[src/hdl/tno_pkg.sv]
//----------------------------------------------------------------------
// Shared constants for the timing oscillator and timing error block
//----------------------------------------------------------------------
package tno_pkg;

   // Bus geometry
   localparam int ADDR_W = 8;
   localparam int DATA_W = 32;

   // Control word indices; byte address is four times the index
   localparam logic [5:0] IDX_CW1 = 6'h01;
   localparam logic [5:0] IDX_CW11 = 6'h0b;
   localparam logic [5:0] IDX_CW12 = 6'h0c;
   localparam logic [5:0] IDX_CW13 = 6'h0d;
   localparam logic [5:0] IDX_CW14 = 6'h0e;
   localparam logic [5:0] IDX_CW15 = 6'h0f;
   localparam logic [5:0] IDX_TERR = 6'h10;
   localparam logic [5:0] IDX_CW18 = 6'h12;

   // Field positions
   localparam int CW1_RESAMP_BIT = 0;
   localparam int CW1_SYNC_EN_BIT = 5;
   localparam int CW11_LOAD_BIT = 0;
   localparam int CW11_CLEAR_BIT = 1;
   localparam int CW11_OFS_EN_BIT = 2;
   localparam int CW11_OFS_W_LO = 3;
   localparam int PHASE_W = 8;
   localparam int DIV_W = 12;
   localparam int CW18_OSC_DIV_LO = 16;
   localparam int CW18_REF_DIV_LO = 0;
   localparam int TE_W = 16;
   localparam int ACC_W = 32;

   // Values after reset and counts
   localparam logic [31:0] CW_RST = 32'h0000_0000;
   localparam int FIX_DIV_DEF = 6;
   localparam logic [1:0] RESP_OKAY = 2'h0;
   localparam logic [1:0] RESP_SLVERR = 2'h2;

   // Input pin order in the synchroniser bank
   localparam int PIN_SYNC = 0;
   localparam int PIN_REF = 1;
   localparam int PIN_SCLK = 2;
   localparam int PIN_SDATA = 3;
   localparam int PIN_SLOAD = 4;
   localparam int PIN_N = 5;

   typedef enum logic {
      SER_IDLE = 1'b0,
      SER_SHIFT = 1'b1
   } tno_ser_e;

   // Software control words
   typedef struct packed {
      logic [31:0] cw1;
      logic [31:0] cw11;
      logic [31:0] cw12;
      logic [31:0] cw13;
      logic [31:0] cw18;
   } tno_ctl_s;

endpackage : tno_pkg

[src/hdl/tno_phase_acc.sv]
`timescale 1ns/1ns
`default_nettype none
module tno_phase_acc (
   input wire logic clk,
   input wire logic rst_n,
   input wire logic clear,
   input wire logic load,
   input wire logic [tno_pkg::ACC_W-1:0] step,
   output logic [tno_pkg::ACC_W-1:0] acc,
   output logic carry
);
   import tno_pkg::*;

   typedef struct packed {
      logic [ACC_W-1:0] acc;
      logic carry;
   } tno_acc_s;

   tno_acc_s s_reg;
   tno_acc_s s_next;
   logic [ACC_W:0] sum;

   // Add, clear or load; clear wins so software can hold the phase at zero
   always_comb begin
      s_next = s_reg;
      sum = {1'b0, s_reg.acc} + {1'b0, step};
      s_next.carry = 1'b0;
      if (clear) begin
         s_next.acc = '0;
      end else if (load) begin
         s_next.acc = step;
      end else begin
         s_next.acc = sum[ACC_W-1:0];
         s_next.carry = sum[ACC_W];
      end
   end

   always_ff @(posedge clk) begin
      if (!rst_n) begin
         s_reg <= '0;
      end else begin
         s_reg <= s_next;
      end
   end

   assign acc = s_reg.acc;
   assign carry = s_reg.carry;
endmodule : tno_phase_acc
`default_nettype wire

[src/hdl/tno_div_cnt.sv]
`timescale 1ns/1ns
`default_nettype none
module tno_div_cnt #(
   parameter int W = 12
) (
   input wire logic clk,
   input wire logic rst_n,
   input wire logic en,
   input wire logic [W-1:0] preload,
   output logic [W-1:0] cnt,
   output logic tc
);
   typedef struct packed {
      logic [W-1:0] cnt;
      logic tc;
   } tno_cnt_s;

   tno_cnt_s s_reg;
   tno_cnt_s s_next;

   if (W < 2 || W > 16) begin : g_chk
      $error("divide counter width out of range");
   end

   // Count down on each enable, reload after terminal count
   always_comb begin
      s_next = s_reg;
      s_next.tc = 1'b0;
      if (en) begin
         if (s_reg.cnt == '0) begin
            s_next.cnt = preload;
            s_next.tc = 1'b1;
         end else begin
            s_next.cnt = s_reg.cnt - 1'b1;
         end
      end
   end

   always_ff @(posedge clk) begin
      if (!rst_n) begin
         s_reg <= '0;
      end else begin
         s_reg <= s_next;
      end
   end

   assign cnt = s_reg.cnt;
   assign tc = s_reg.tc;
endmodule : tno_div_cnt
`default_nettype wire

[src/hdl/tno_timing_top.sv]
`timescale 1ns/1ns
`default_nettype none
//----------------------------------------------------------------------
// Timing oscillator with timing error generator
//----------------------------------------------------------------------
// What this block does
// Oscillator gives resampler a sample pulse and phase, no sine/cosine stage.
// Control word 1 bit 5 lets an external sync input clear the oscillator.
// Control word 11 bits 3-4 set the serial offset frequency word length.
// Control word 11 bit 2 adds offset frequency; clear means offset ignored.
// Control word 11 bit 1 clears the phase accumulator.
// Control word 11 bit 0 makes an update load rather than accumulate.
// Control word 12 holds the center frequency, the base phase increment.
// Control word 13 bits 0-7 give a phase offset added to oscillator phase.
// Writing word 14 applies new frequency; writing word 15 applies new phase.
// Timing error compares a carry-clocked counter with a reference-clocked one.
// Word 18 bits 16-27 preload the carry-clocked counter.
// Word 18 bits 0-11 preload the reference-clocked counter.
// The 16-bit timing error goes out serially and is readable by software.
// With the resampler in use, the output rate comes from the oscillator.
// An outside loop filter feeds filtered timing error back as frequency.
// Accumulator adds center plus enabled offset; its carry is the sample pulse.
// Counters reload at terminal count; error captured from their difference.
module tno_timing_top #(
   parameter int FIX_DIV = tno_pkg::FIX_DIV_DEF
) (
   input wire logic REF_CLK,
   input wire logic RST_N,
   input wire logic [tno_pkg::ADDR_W-1:0] S_AXI_AWADDR,
   input wire logic S_AXI_AWVALID,
   output logic S_AXI_AWREADY,
   input wire logic [tno_pkg::DATA_W-1:0] S_AXI_WDATA,
   input wire logic [3:0] S_AXI_WSTRB,
   input wire logic S_AXI_WVALID,
   output logic S_AXI_WREADY,
   output logic [1:0] S_AXI_BRESP,
   output logic S_AXI_BVALID,
   input wire logic S_AXI_BREADY,
   input wire logic [tno_pkg::ADDR_W-1:0] S_AXI_ARADDR,
   input wire logic S_AXI_ARVALID,
   output logic S_AXI_ARREADY,
   output logic [tno_pkg::DATA_W-1:0] S_AXI_RDATA,
   output logic [1:0] S_AXI_RRESP,
   output logic S_AXI_RVALID,
   input wire logic S_AXI_RREADY,
   input wire logic EXT_SYNC,
   input wire logic EXT_REF_IN,
   input wire logic OFS_SCLK,
   input wire logic OFS_SDATA,
   input wire logic OFS_SLOAD,
   output logic SAMPLE_PULSE,
   output logic [tno_pkg::PHASE_W-1:0] SAMPLE_PHASE,
   output logic RATE_PULSE,
   output logic TE_SDATA,
   output logic TE_SFRAME
);
   import tno_pkg::*;

   if (FIX_DIV < 1 || FIX_DIV > 65536) begin : g_chk
      $error("FIX_DIV must lie between 1 and 65536");
   end

   localparam logic [15:0] FIX_LAST = 16'(FIX_DIV - 1);

   //-------------------------------------------------------------------
   // State
   //-------------------------------------------------------------------
   typedef struct packed {
      tno_ctl_s ctl;
      logic [ACC_W-1:0] center_act;
      logic [PHASE_W-1:0] phase_act;
      logic acc_load;
      logic sync_clr;
      logic [ACC_W-1:0] offset;
      logic [ACC_W-1:0] ofs_shift;
      logic [PIN_N-1:0] sync1;
      logic [PIN_N-1:0] sync2;
      logic [PIN_N-1:0] sync3;
      logic smp_pulse;
      logic [PHASE_W-1:0] smp_phase;
      logic rate_pulse;
      logic [15:0] fix_cnt;
      logic [TE_W-1:0] terr;
      logic [TE_W-1:0] te_shift;
      logic [4:0] te_cnt;
      tno_ser_e te_st;
      logic te_data;
      logic te_frame;
      logic awready;
      logic wready;
      logic aw_got;
      logic w_got;
      logic [5:0] awidx;
      logic [31:0] wdata;
      logic [3:0] wstrb;
      logic bvalid;
      logic [1:0] bresp;
      logic arready;
      logic rvalid;
      logic [1:0] rresp;
      logic [31:0] rdata;
   } tno_top_s;

   tno_top_s s_reg;
   tno_top_s s_next;

   logic [ACC_W-1:0] step;
   logic [ACC_W-1:0] acc_q;
   logic acc_carry;
   logic acc_clear;
   logic [DIV_W-1:0] osc_cnt;
   logic [DIV_W-1:0] ref_cnt;
   logic ref_tc;
   logic ref_edge;
   logic wr_go;

   //-------------------------------------------------------------------
   // Helpers
   //-------------------------------------------------------------------
   // Byte-lane merge for register writes
   function automatic logic [31:0] strb_merge(input logic [31:0] old_v,
                                              input logic [31:0] new_v,
                                              input logic [3:0] strb);
      logic [31:0] r;
      r = old_v;
      for (int i = 0; i < 4; i++) begin
         if (strb[i]) begin
            r[8*i +: 8] = new_v[8*i +: 8];
         end
      end
      return r;
   endfunction : strb_merge

   // Offset word length: 8, 16, 24 or 32 bits
   function automatic logic [5:0] ofs_bits(input logic [1:0] sel);
      return {1'b0, sel, 3'b000} + 6'd8;
   endfunction : ofs_bits

   //-------------------------------------------------------------------
   // Oscillator and divide counters
   //-------------------------------------------------------------------
   // Offset only joins the increment when enabled; stale offsets stay inert
   assign step = s_reg.center_act
      + (s_reg.ctl.cw11[CW11_OFS_EN_BIT] ? s_reg.offset : '0);
   assign acc_clear = s_reg.ctl.cw11[CW11_CLEAR_BIT] | s_reg.sync_clr;
   assign ref_edge = s_reg.sync2[PIN_REF] & ~s_reg.sync3[PIN_REF];
   assign wr_go = s_reg.aw_got & s_reg.w_got & ~s_reg.bvalid;

   tno_phase_acc u_acc (
      .clk(REF_CLK),
      .rst_n(RST_N),
      .clear(acc_clear),
      .load(s_reg.acc_load),
      .step(step),
      .acc(acc_q),
      .carry(acc_carry)
   );

   // Carry-out clocks the oscillator-side counter
   tno_div_cnt #(.W(DIV_W)) u_osc_cnt (
      .clk(REF_CLK),
      .rst_n(RST_N),
      .en(acc_carry),
      .preload(s_reg.ctl.cw18[CW18_OSC_DIV_LO +: DIV_W]),
      .cnt(osc_cnt),
      .tc()
   );

   // Reference edges clock the reference-side counter
   tno_div_cnt #(.W(DIV_W)) u_ref_cnt (
      .clk(REF_CLK),
      .rst_n(RST_N),
      .en(ref_edge),
      .preload(s_reg.ctl.cw18[CW18_REF_DIV_LO +: DIV_W]),
      .cnt(ref_cnt),
      .tc(ref_tc)
   );

   //-------------------------------------------------------------------
   // Next-state logic
   //-------------------------------------------------------------------
   // Pins, bus slave, updates, sample outputs and timing error serialiser
   always_comb begin
      logic wr_freq;
      logic wr_phase;
      logic sclk_rise;
      logic load_fall;
      logic [TE_W-1:0] te_new;
      wr_freq = 1'b0;
      wr_phase = 1'b0;
      sclk_rise = s_reg.sync2[PIN_SCLK] & ~s_reg.sync3[PIN_SCLK];
      load_fall = ~s_reg.sync2[PIN_SLOAD] & s_reg.sync3[PIN_SLOAD];
      te_new = {4'h0, osc_cnt} - {4'h0, ref_cnt};
      s_next = s_reg;
      // Two stages resolve the pins; a third holds the previous level for edges
      s_next.sync1 = {OFS_SLOAD, OFS_SDATA, OFS_SCLK, EXT_REF_IN, EXT_SYNC};
      s_next.sync2 = s_reg.sync1;
      s_next.sync3 = s_reg.sync2;

      // Write channel: address and data accepted in either order
      if (s_reg.awready && S_AXI_AWVALID) begin
         s_next.aw_got = 1'b1;
         s_next.awidx = S_AXI_AWADDR[7:2];
      end
      if (s_reg.wready && S_AXI_WVALID) begin
         s_next.w_got = 1'b1;
         s_next.wdata = S_AXI_WDATA;
         s_next.wstrb = S_AXI_WSTRB;
      end
      if (s_reg.bvalid && S_AXI_BREADY) begin
         s_next.bvalid = 1'b0;
      end
      if (wr_go) begin
         s_next.aw_got = 1'b0;
         s_next.w_got = 1'b0;
         s_next.bvalid = 1'b1;
         s_next.bresp = RESP_OKAY;
         case (s_reg.awidx)
            IDX_CW1: s_next.ctl.cw1 = strb_merge(s_reg.ctl.cw1, s_reg.wdata, s_reg.wstrb);
            IDX_CW11: s_next.ctl.cw11 = strb_merge(s_reg.ctl.cw11, s_reg.wdata, s_reg.wstrb);
            IDX_CW12: s_next.ctl.cw12 = strb_merge(s_reg.ctl.cw12, s_reg.wdata, s_reg.wstrb);
            IDX_CW13: s_next.ctl.cw13 = strb_merge(s_reg.ctl.cw13, s_reg.wdata, s_reg.wstrb);
            IDX_CW18: s_next.ctl.cw18 = strb_merge(s_reg.ctl.cw18, s_reg.wdata, s_reg.wstrb);
            IDX_CW14: wr_freq = 1'b1;
            IDX_CW15: wr_phase = 1'b1;
            default: s_next.bresp = RESP_SLVERR;
         endcase
      end
      s_next.awready = ~s_next.aw_got & ~s_next.bvalid;
      s_next.wready = ~s_next.w_got & ~s_next.bvalid;

      // Read channel: one read at a time, data one cycle after address
      if (s_reg.rvalid && S_AXI_RREADY) begin
         s_next.rvalid = 1'b0;
         s_next.arready = 1'b1;
      end
      if (s_reg.arready && S_AXI_ARVALID) begin
         s_next.arready = 1'b0;
         s_next.rvalid = 1'b1;
         s_next.rresp = RESP_OKAY;
         case (S_AXI_ARADDR[7:2])
            IDX_CW1: s_next.rdata = s_reg.ctl.cw1;
            IDX_CW11: s_next.rdata = s_reg.ctl.cw11;
            IDX_CW12: s_next.rdata = s_reg.ctl.cw12;
            IDX_CW13: s_next.rdata = s_reg.ctl.cw13;
            IDX_CW18: s_next.rdata = s_reg.ctl.cw18;
            IDX_CW14, IDX_CW15: s_next.rdata = '0;
            IDX_TERR: s_next.rdata = {16'h0000, s_reg.terr};
            default: begin
               s_next.rdata = '0;
               s_next.rresp = RESP_SLVERR;
            end
         endcase
      end

      // Strobes move shadow words into use
      if (wr_freq) begin
         s_next.center_act = s_reg.ctl.cw12;
      end
      if (wr_phase) begin
         s_next.phase_act = s_reg.ctl.cw13[PHASE_W-1:0];
      end
      s_next.acc_load = wr_freq & s_reg.ctl.cw11[CW11_LOAD_BIT];
      s_next.sync_clr = s_reg.ctl.cw1[CW1_SYNC_EN_BIT]
         & s_reg.sync2[PIN_SYNC] & ~s_reg.sync3[PIN_SYNC];

      // Serial offset word, shifted MSB first while load is high
      if (sclk_rise && s_reg.sync2[PIN_SLOAD]) begin
         s_next.ofs_shift = {s_reg.ofs_shift[ACC_W-2:0], s_reg.sync2[PIN_SDATA]};
      end
      if (load_fall) begin
         s_next.offset = s_reg.ofs_shift
            << (6'd32 - ofs_bits(s_reg.ctl.cw11[CW11_OFS_W_LO +: 2]));
      end

      // Sample pulse and phase to the resampler, no sine/cosine stage
      s_next.smp_pulse = acc_carry;
      s_next.smp_phase = acc_q[ACC_W-1 -: PHASE_W] + s_reg.phase_act;

      // Fixed division only serves when the resampler is not in use
      if (s_reg.fix_cnt == FIX_LAST) begin
         s_next.fix_cnt = '0;
      end else begin
         s_next.fix_cnt = s_reg.fix_cnt + 16'h0001;
      end
      s_next.rate_pulse = s_reg.ctl.cw1[CW1_RESAMP_BIT] ? acc_carry
         : (s_reg.fix_cnt == FIX_LAST);

      // Serialiser: a new capture restarts the frame
      case (s_reg.te_st)
         SER_IDLE: begin
            s_next.te_frame = 1'b0;
            s_next.te_data = 1'b0;
         end
         SER_SHIFT: begin
            if (s_reg.te_cnt == 5'(TE_W)) begin
               s_next.te_st = SER_IDLE;
               s_next.te_frame = 1'b0;
               s_next.te_data = 1'b0;
            end else begin
               s_next.te_data = s_reg.te_shift[TE_W-1];
               s_next.te_shift = {s_reg.te_shift[TE_W-2:0], 1'b0};
               s_next.te_cnt = s_reg.te_cnt + 5'd1;
            end
         end
         default: s_next.te_st = SER_IDLE;
      endcase
      if (ref_tc) begin
         s_next.terr = te_new;
         s_next.te_st = SER_SHIFT;
         s_next.te_frame = 1'b1;
         s_next.te_data = te_new[TE_W-1];
         s_next.te_shift = {te_new[TE_W-2:0], 1'b0};
         s_next.te_cnt = 5'd1;
      end
   end

   //-------------------------------------------------------------------
   // Registers
   //-------------------------------------------------------------------
   // Control words reset to zero; ready signals are set during reset
   always_ff @(posedge REF_CLK) begin
      if (!RST_N) begin
         s_reg <= '0;
         s_reg.ctl <= {5{CW_RST}};
         s_reg.awready <= 1'b1;
         s_reg.wready <= 1'b1;
         s_reg.arready <= 1'b1;
      end else begin
         s_reg <= s_next;
      end
   end

   // Outputs straight from flip-flops
   assign S_AXI_AWREADY = s_reg.awready;
   assign S_AXI_WREADY = s_reg.wready;
   assign S_AXI_BRESP = s_reg.bresp;
   assign S_AXI_BVALID = s_reg.bvalid;
   assign S_AXI_ARREADY = s_reg.arready;
   assign S_AXI_RDATA = s_reg.rdata;
   assign S_AXI_RRESP = s_reg.rresp;
   assign S_AXI_RVALID = s_reg.rvalid;
   assign SAMPLE_PULSE = s_reg.smp_pulse;
   assign SAMPLE_PHASE = s_reg.smp_phase;
   assign RATE_PULSE = s_reg.rate_pulse;
   assign TE_SDATA = s_reg.te_data;
   assign TE_SFRAME = s_reg.te_frame;
endmodule : tno_timing_top
`default_nettype wire

[config.mk]
export PLATFORM = sky130hd
export DESIGN_NAME = tno_timing_top
export DESIGN_NICKNAME = d
export VERILOG_FILES = /design/src/hdl/tno_pkg.sv /design/src/hdl/tno_phase_acc.sv /design/src/hdl/tno_div_cnt.sv /design/src/hdl/tno_timing_top.sv
export SDC_FILE = /design/constraint.sdc
export NUM_CORES = 1
export LEC_CHECK = 0
export BUFFER_PORTS_ARGS = -buffer_cell sky130_fd_sc_hd__buf_2
export CAP_MARGIN = 10
export CORE_ASPECT_RATIO = 0.7
export CORE_MARGIN = 8
export CORE_UTILIZATION = 55
export DETAILED_ROUTE_END_ITERATION = 12
export GPL_ROUTABILITY_DRIVEN = 0
export PLACE_DENSITY = 0.8
export REMOVE_ABC_BUFFERS = 1
export SYNTH_ARGS = -nofsm -noshare
export SYNTH_HDL_FRONTEND = slang
export SYNTH_SLANG_ARGS = --single-unit
[constraint.sdc]
create_clock -name REF_CLK -period 5.76 [get_ports REF_CLK]
set_input_delay 1.44 -clock REF_CLK [delete_from_list [all_inputs] [get_ports REF_CLK]]
set_output_delay 1.44 -clock REF_CLK [all_outputs]
set_load 0.05 [all_outputs]
Word level (Yosys, flattened, before mapping)
Index checks and enable logic that the tools add are counted.
{"block": "totals", "memories": 0, "elab_cells": 176, "inputBits": 64, "mem_bits_ro": 0, "ramBits": 0, "latch_bits": 0, "register_bits": 486, "out_inout_bits": 53}
{"block": "op_classes", "bitwise_logic": 22, "reduce_logical": 39, "div": 0, "order_cmp": 0, "n_mux": 27, "eq_ne": 19, "n_shift": 1, "n_mul": 0, "n_addsub": 10}
{"operator": "32-bit case mux with 6 select lines", "n": 1}
{"operator": "32-bit two-way mux", "n": 2}
{"operator": "6-bit by 4-bit equality test with 1-bit output (second input constant)", "n": 10}
{"operator": "3-bit AND reduction", "n": 20}
{"operator": "36-bit two-way mux", "n": 1}
{"operator": "32-bit by 32-bit adder with 33-bit output", "n": 1}
{"operator": "32-bit adder", "n": 1}
{"operator": "32-bit by 6-bit << shifter with 32-bit output", "n": 1}
{"operator": "12-bit logical NOT", "n": 2}
{"operator": "12-bit two-way mux", "n": 2}
{"operator": "24-bit two-way mux", "n": 1}
{"operator": "12-bit by 1-bit subtractor with 12-bit output (second input constant)", "n": 2}
{"operator": "22-bit two-way mux", "n": 1}
{"operator": "21-bit two-way mux", "n": 1}
{"operator": "6-bit by 5-bit equality test with 1-bit output (second input constant)", "n": 3}
{"operator": "16-bit by 1-bit adder with 16-bit output (second input constant)", "n": 1}
{"operator": "16-bit by 3-bit equality test with 1-bit output (second input constant)", "n": 1}
{"operator": "12-bit by 12-bit subtractor with 13-bit output", "n": 1}
{"operator": "6-bit by 1-bit equality test with 1-bit output (second input constant)", "n": 2}
{"operator": "1-bit two-way mux", "n": 12}
{"operator": "1-bit NOT", "n": 11}
{"operator": "1-bit AND", "n": 10}
{"operator": "8-bit adder", "n": 1}
{"operator": "2-bit two-way mux", "n": 4}
{"operator": "16 further kinds", "n": 26}

Depth between registers and ports, before layout
{"block": "logic_depth", "depth_word": 6, "depth_mapped": 21, "ltp_nobuf": 21}

Modules after synthesis
Synthesis repeated with hierarchy kept, for this count alone.
{"block": "unflattened", "hier_cells": 2824, "area_unflattened_um2": 24025.5}
{"mod": "tno_timing_top", "seq_area_each_um2": 8508.2, "n_inst": 1, "cells_each": 2238, "area_each_um2": 19337.3}
{"mod": "tno_phase_acc", "seq_area_each_um2": 660.6, "n_inst": 1, "cells_each": 400, "area_each_um2": 3086.7}
{"mod": "tno_div_cnt", "seq_area_each_um2": 260.2, "n_inst": 2, "cells_each": 93, "area_each_um2": 800.8}

Least setup slack after synthesis
No wires, ideal clock.
{"block": "synth_path", "kind": "register to register", "start": "register s_reg[370] in the netlist's numbering", "end": "register u_acc.s_reg (netlist bit u_acc.carry)", "period_less_slack_ns": 4.281, "arrival_ns": 4.178, "setup_time_ns": 0.103, "path_stages_with_launch": 21, "required_ns": 5.657, "path_buffers": 1, "slack_ns": 1.479, "path_cell_list": "dfxtp_1 clkbuf_1 and2_1 ha_1 a211oi_1 o21ai_2 o2111a_1 o41ai_2 o21ai_1 a21oi_1 xnor2_1 ha_1 nand2_1 o21ai_1 nand3_1 a311oi_2 a21oi_4 o2bb2ai_1 o21ai_1 nand4_1 a2111oi_2"}
{"block": "synth_between", "elab_chain_cells": 3}
{"item": "from (decl)", "line": "tno_timing_top.sv:104", "text": "tno_top_s s_reg;"}
{"item": "from (signal assigned)", "line": "tno_timing_top.sv:330", "text": "s_reg <= s_next;"}
{"item": "32-bit two-way mux", "line": "tno_timing_top.sv:144", "text": "+ (s_reg.ctl.cw11[CW11_OFS_EN_BIT] ? s_reg.offset : '0);"}
{"item": "32-bit adder", "line": "tno_timing_top.sv:144"}
{"item": "32-bit by 32-bit adder with 33-bit output", "line": "tno_phase_acc.sv:26", "text": "sum = {1'b0, s_reg.acc} + {1'b0, step};"}
{"item": "to (signal assigned)", "line": "tno_phase_acc.sv:42", "text": "s_reg <= s_next;"}
{"item": "to (decl)", "line": "tno_phase_acc.sv:19", "text": "tno_acc_s s_reg;"}
Every way passes these cells.
A chain may end at the register's enable or synchronous reset.

Worst setup path in the final report
Same ends and word-level chain as after synthesis.

==> run summary <==
Status - complete, no violations
Post-DRT Antenna Nets - 0
Die ar. - 49200 um^2
Post-CTS setup buffer count - 0
Max Root-Sink Buffers - 3
Antenna violations before repair - 0
Post-synthesis xor/xnor area fraction - 3.16%
#FFs+latches synth - 483
Gr usage total - 24.6%
Resize count post-CTS - 0
Syn Area/Cell - 8.47 um^2
Vias in the first global route - 19300
Std-Cell Rows - 63
CP endpoint kind - register
Most common cell after layout, fill and taps aside - dfxtp_1
Initial DRC count - 2337
Setup Skew - 0.0292 ns
Hold Slack - 0.436 ns
CTS tree - built
Die width - 262 um
Fin. max-slew vios - 0
Pre-Repair DR Iteration Count - 5
# clock sinks - 483
Post-synthesis mux area share - 11.4%
Commonest non-fill, non-tap cells in the layout - dfxtp_1 (483), nor2_1 (389), nand2_1 (347)
Post-Route WL - 63000 um
# diodes - 0
Area Overhead vs Synth - 8.88%
Yosys warnings - 0
Crit path max fanout - 12
Slew headroom - 18.3%
Post-synth cell types - 77
CP arrival - 5.58 ns
Placed cell areas - 23800 um^2
Total number of vias - 20000
Footprint of the multi-input gates - 12600 um^2
Die height - 188 um
Root Driver - clkbuf_16
HPWL Detailed - 44100 um
Fraction of registers with async set or reset after synthesis - 0%
Power per Cell Area - 279 nW/um^2
DR WL/cell - 19.0 um
DRC violation count after routing - 0
Max-Cap Viols - 0
Vias/cell - 6.02
Pleak - 10.4 nW
Main combinational cell family by area after synthesis - simple AND/OR/NAND/NOR gates
VDD IR-drop max - 0.000208 V
IO Count - 117
Layout fillers - 3510
Final instance area - 25300 um^2
Post-Synth Simple-Gate Area - 18.1%
Post-layout nets - 2898
Register Area - 9670 um^2
Setup violations, final - 0
Post-Synth Adder-Cell Area - 5.46%
Clock latency on the worst-skew pair - 0.59 ns
I/O Buffers - 110
Initial core utilization - 55.4%
Clock transition at path regs - 0.07 ns
Pin count of the biggest net entering global routing - 170
H-tree Lvls - 2
Hold_buf cts - 0
Worst Setup Start Kind - register
Worst Hold Class - register to register
Num CTS Buffers - 45
Period utilisation layout - 88.8%
Layout cells sized above 1 - 9.17%
Tmin final - 5.11 ns
Sequential area share after synthesis - 41.6%
Setup CP Type - register to register
Slew @ Worst Pin - 1.23 ns
Total core area - 42000 um^2
Gate Count Post-Synth - 2744
First-pass GRT wire length - 100000 um
RSZ-0062 raised after global routing - false
Fmax - 196 MHz
Max FFs per register - 364
Grt total ovfl - 0
Synth Area in Compound Gates - 15.8%
Tot Pwr - 0.00707 W
Endpoints failing hold - 0
Worst Path Required - 6.23 ns
Number of synthesized flops with an enable pin - 0
Synthesized area - 23300 um^2
Predominant post-synthesis flop cell - dfxtp_1
## cells by family after synthesis
family / count (synthesis)
AO/OA/AOI/OAI: 613
XOR/XNOR: 84
adder cells (fa/ha/maj): 99
buffers and inverters: 228
flip-flops: 483
multiplexers: 262
other: 1
AND/OR/NAND/NOR: 974
## stage by stage
step	TNS, ns	utilization [%]	worst slack [ns]	std cells
2_1_floorplan	-672.01	-	-3.39	2559
3_3_place_gp	0	56.7	0.971	3240
3_5_place_dp	0	56.7	0.783	3240
4_1_cts	0	60.3	0.765	3322
5_1_grt	0	60.3	0.378	3322
6_report	0	60.3	0.646	3322
## layout make-up
class | instances | area share, %
inverter | 42 | 0.652
clock buffer | 56 | 4.81
timing repair buffer | 129 | 2.79
sequential | 483 | 38.2
tap | 552 | 2.73
multi-input combinational | 2034 | 49.7
clock inverter | 26 | 1.12
## power breakdown
group | leakage (nW) | switching [W] | internal [W]
logic | 5.70 | 0.000389 | 0.000168
clock network | 0.743 | 0.00137 | 0.00167
registers | 3.91 | 0.0000719 | 0.00340
## cells in the mapped netlist (26+ instances only)
library cell / number / area (um^2)
o21ai_0: 82 / 410
o21ai_1: 26 / 130
inv_1: 41 / 154
nor2_1: 390 / 1460
ha_1: 95 / 1190
buf_4: 44 / 330
clkbuf_1: 128 / 480
a31oi_1: 26 / 163
xor2_1: 35 / 307
nand3_1: 37 / 185
nor3_1: 37 / 185
dfxtp_1: 483 / 9670
a221oi_1: 28 / 245
and2_1: 54 / 338
mux2i_1: 242 / 2420
a21oi_1: 300 / 1500
nand2_1: 347 / 1300
xnor2_1: 49 / 429
## worst max-delay path, cell delays in order (launching register included)
cell,delay [ns]
dfxtp_1,0.39
and2_1,0.17
ha_1,0.22
fa_1,0.45
a211oi_1,0.27
o21ai_1,0.19
o2111ai_1,0.26
nand2_1,0.11
and3_1,0.20
nor2b_1,0.18
o21ai_1,0.09
xor2_1,0.18
ha_1,0.37
nand2_1,0.09
o21ai_1,0.25
nand3_1,0.15
a311oi_2,0.32
a21oi_4,0.09
o2bb2ai_1,0.19
o21ai_1,0.30
nand4_1,0.16
a2111oi_2,0.36
## worst paths after layout
check	startpoint	to	slack, ns	cells after the start
setup / recovery	s_reg[370]$_SDFFE_PN0P_	u_acc.carry$_SDFF_PP0_	0.65	21
hold / removal	s_next[160]$_SDFF_PN0_	s_next[155]$_SDFF_PN0_	0.44	1
setup reg to reg	s_reg[370]$_SDFFE_PN0P_	u_acc.carry$_SDFF_PP0_	0.65	21
hold reg to reg	s_next[160]$_SDFF_PN0_	s_next[155]$_SDFF_PN0_	0.44	1
## routing by layer
metal	part of all wire (%)	vias up	global-route usage, %
li1	-	9484	-
met1	46	9463	35.3
met5	0	-	0
met2	42	923	36.6
met3	9.1	137	5.04
met4	2.7	0	7.77
Power figures use the tool's default switching activity.
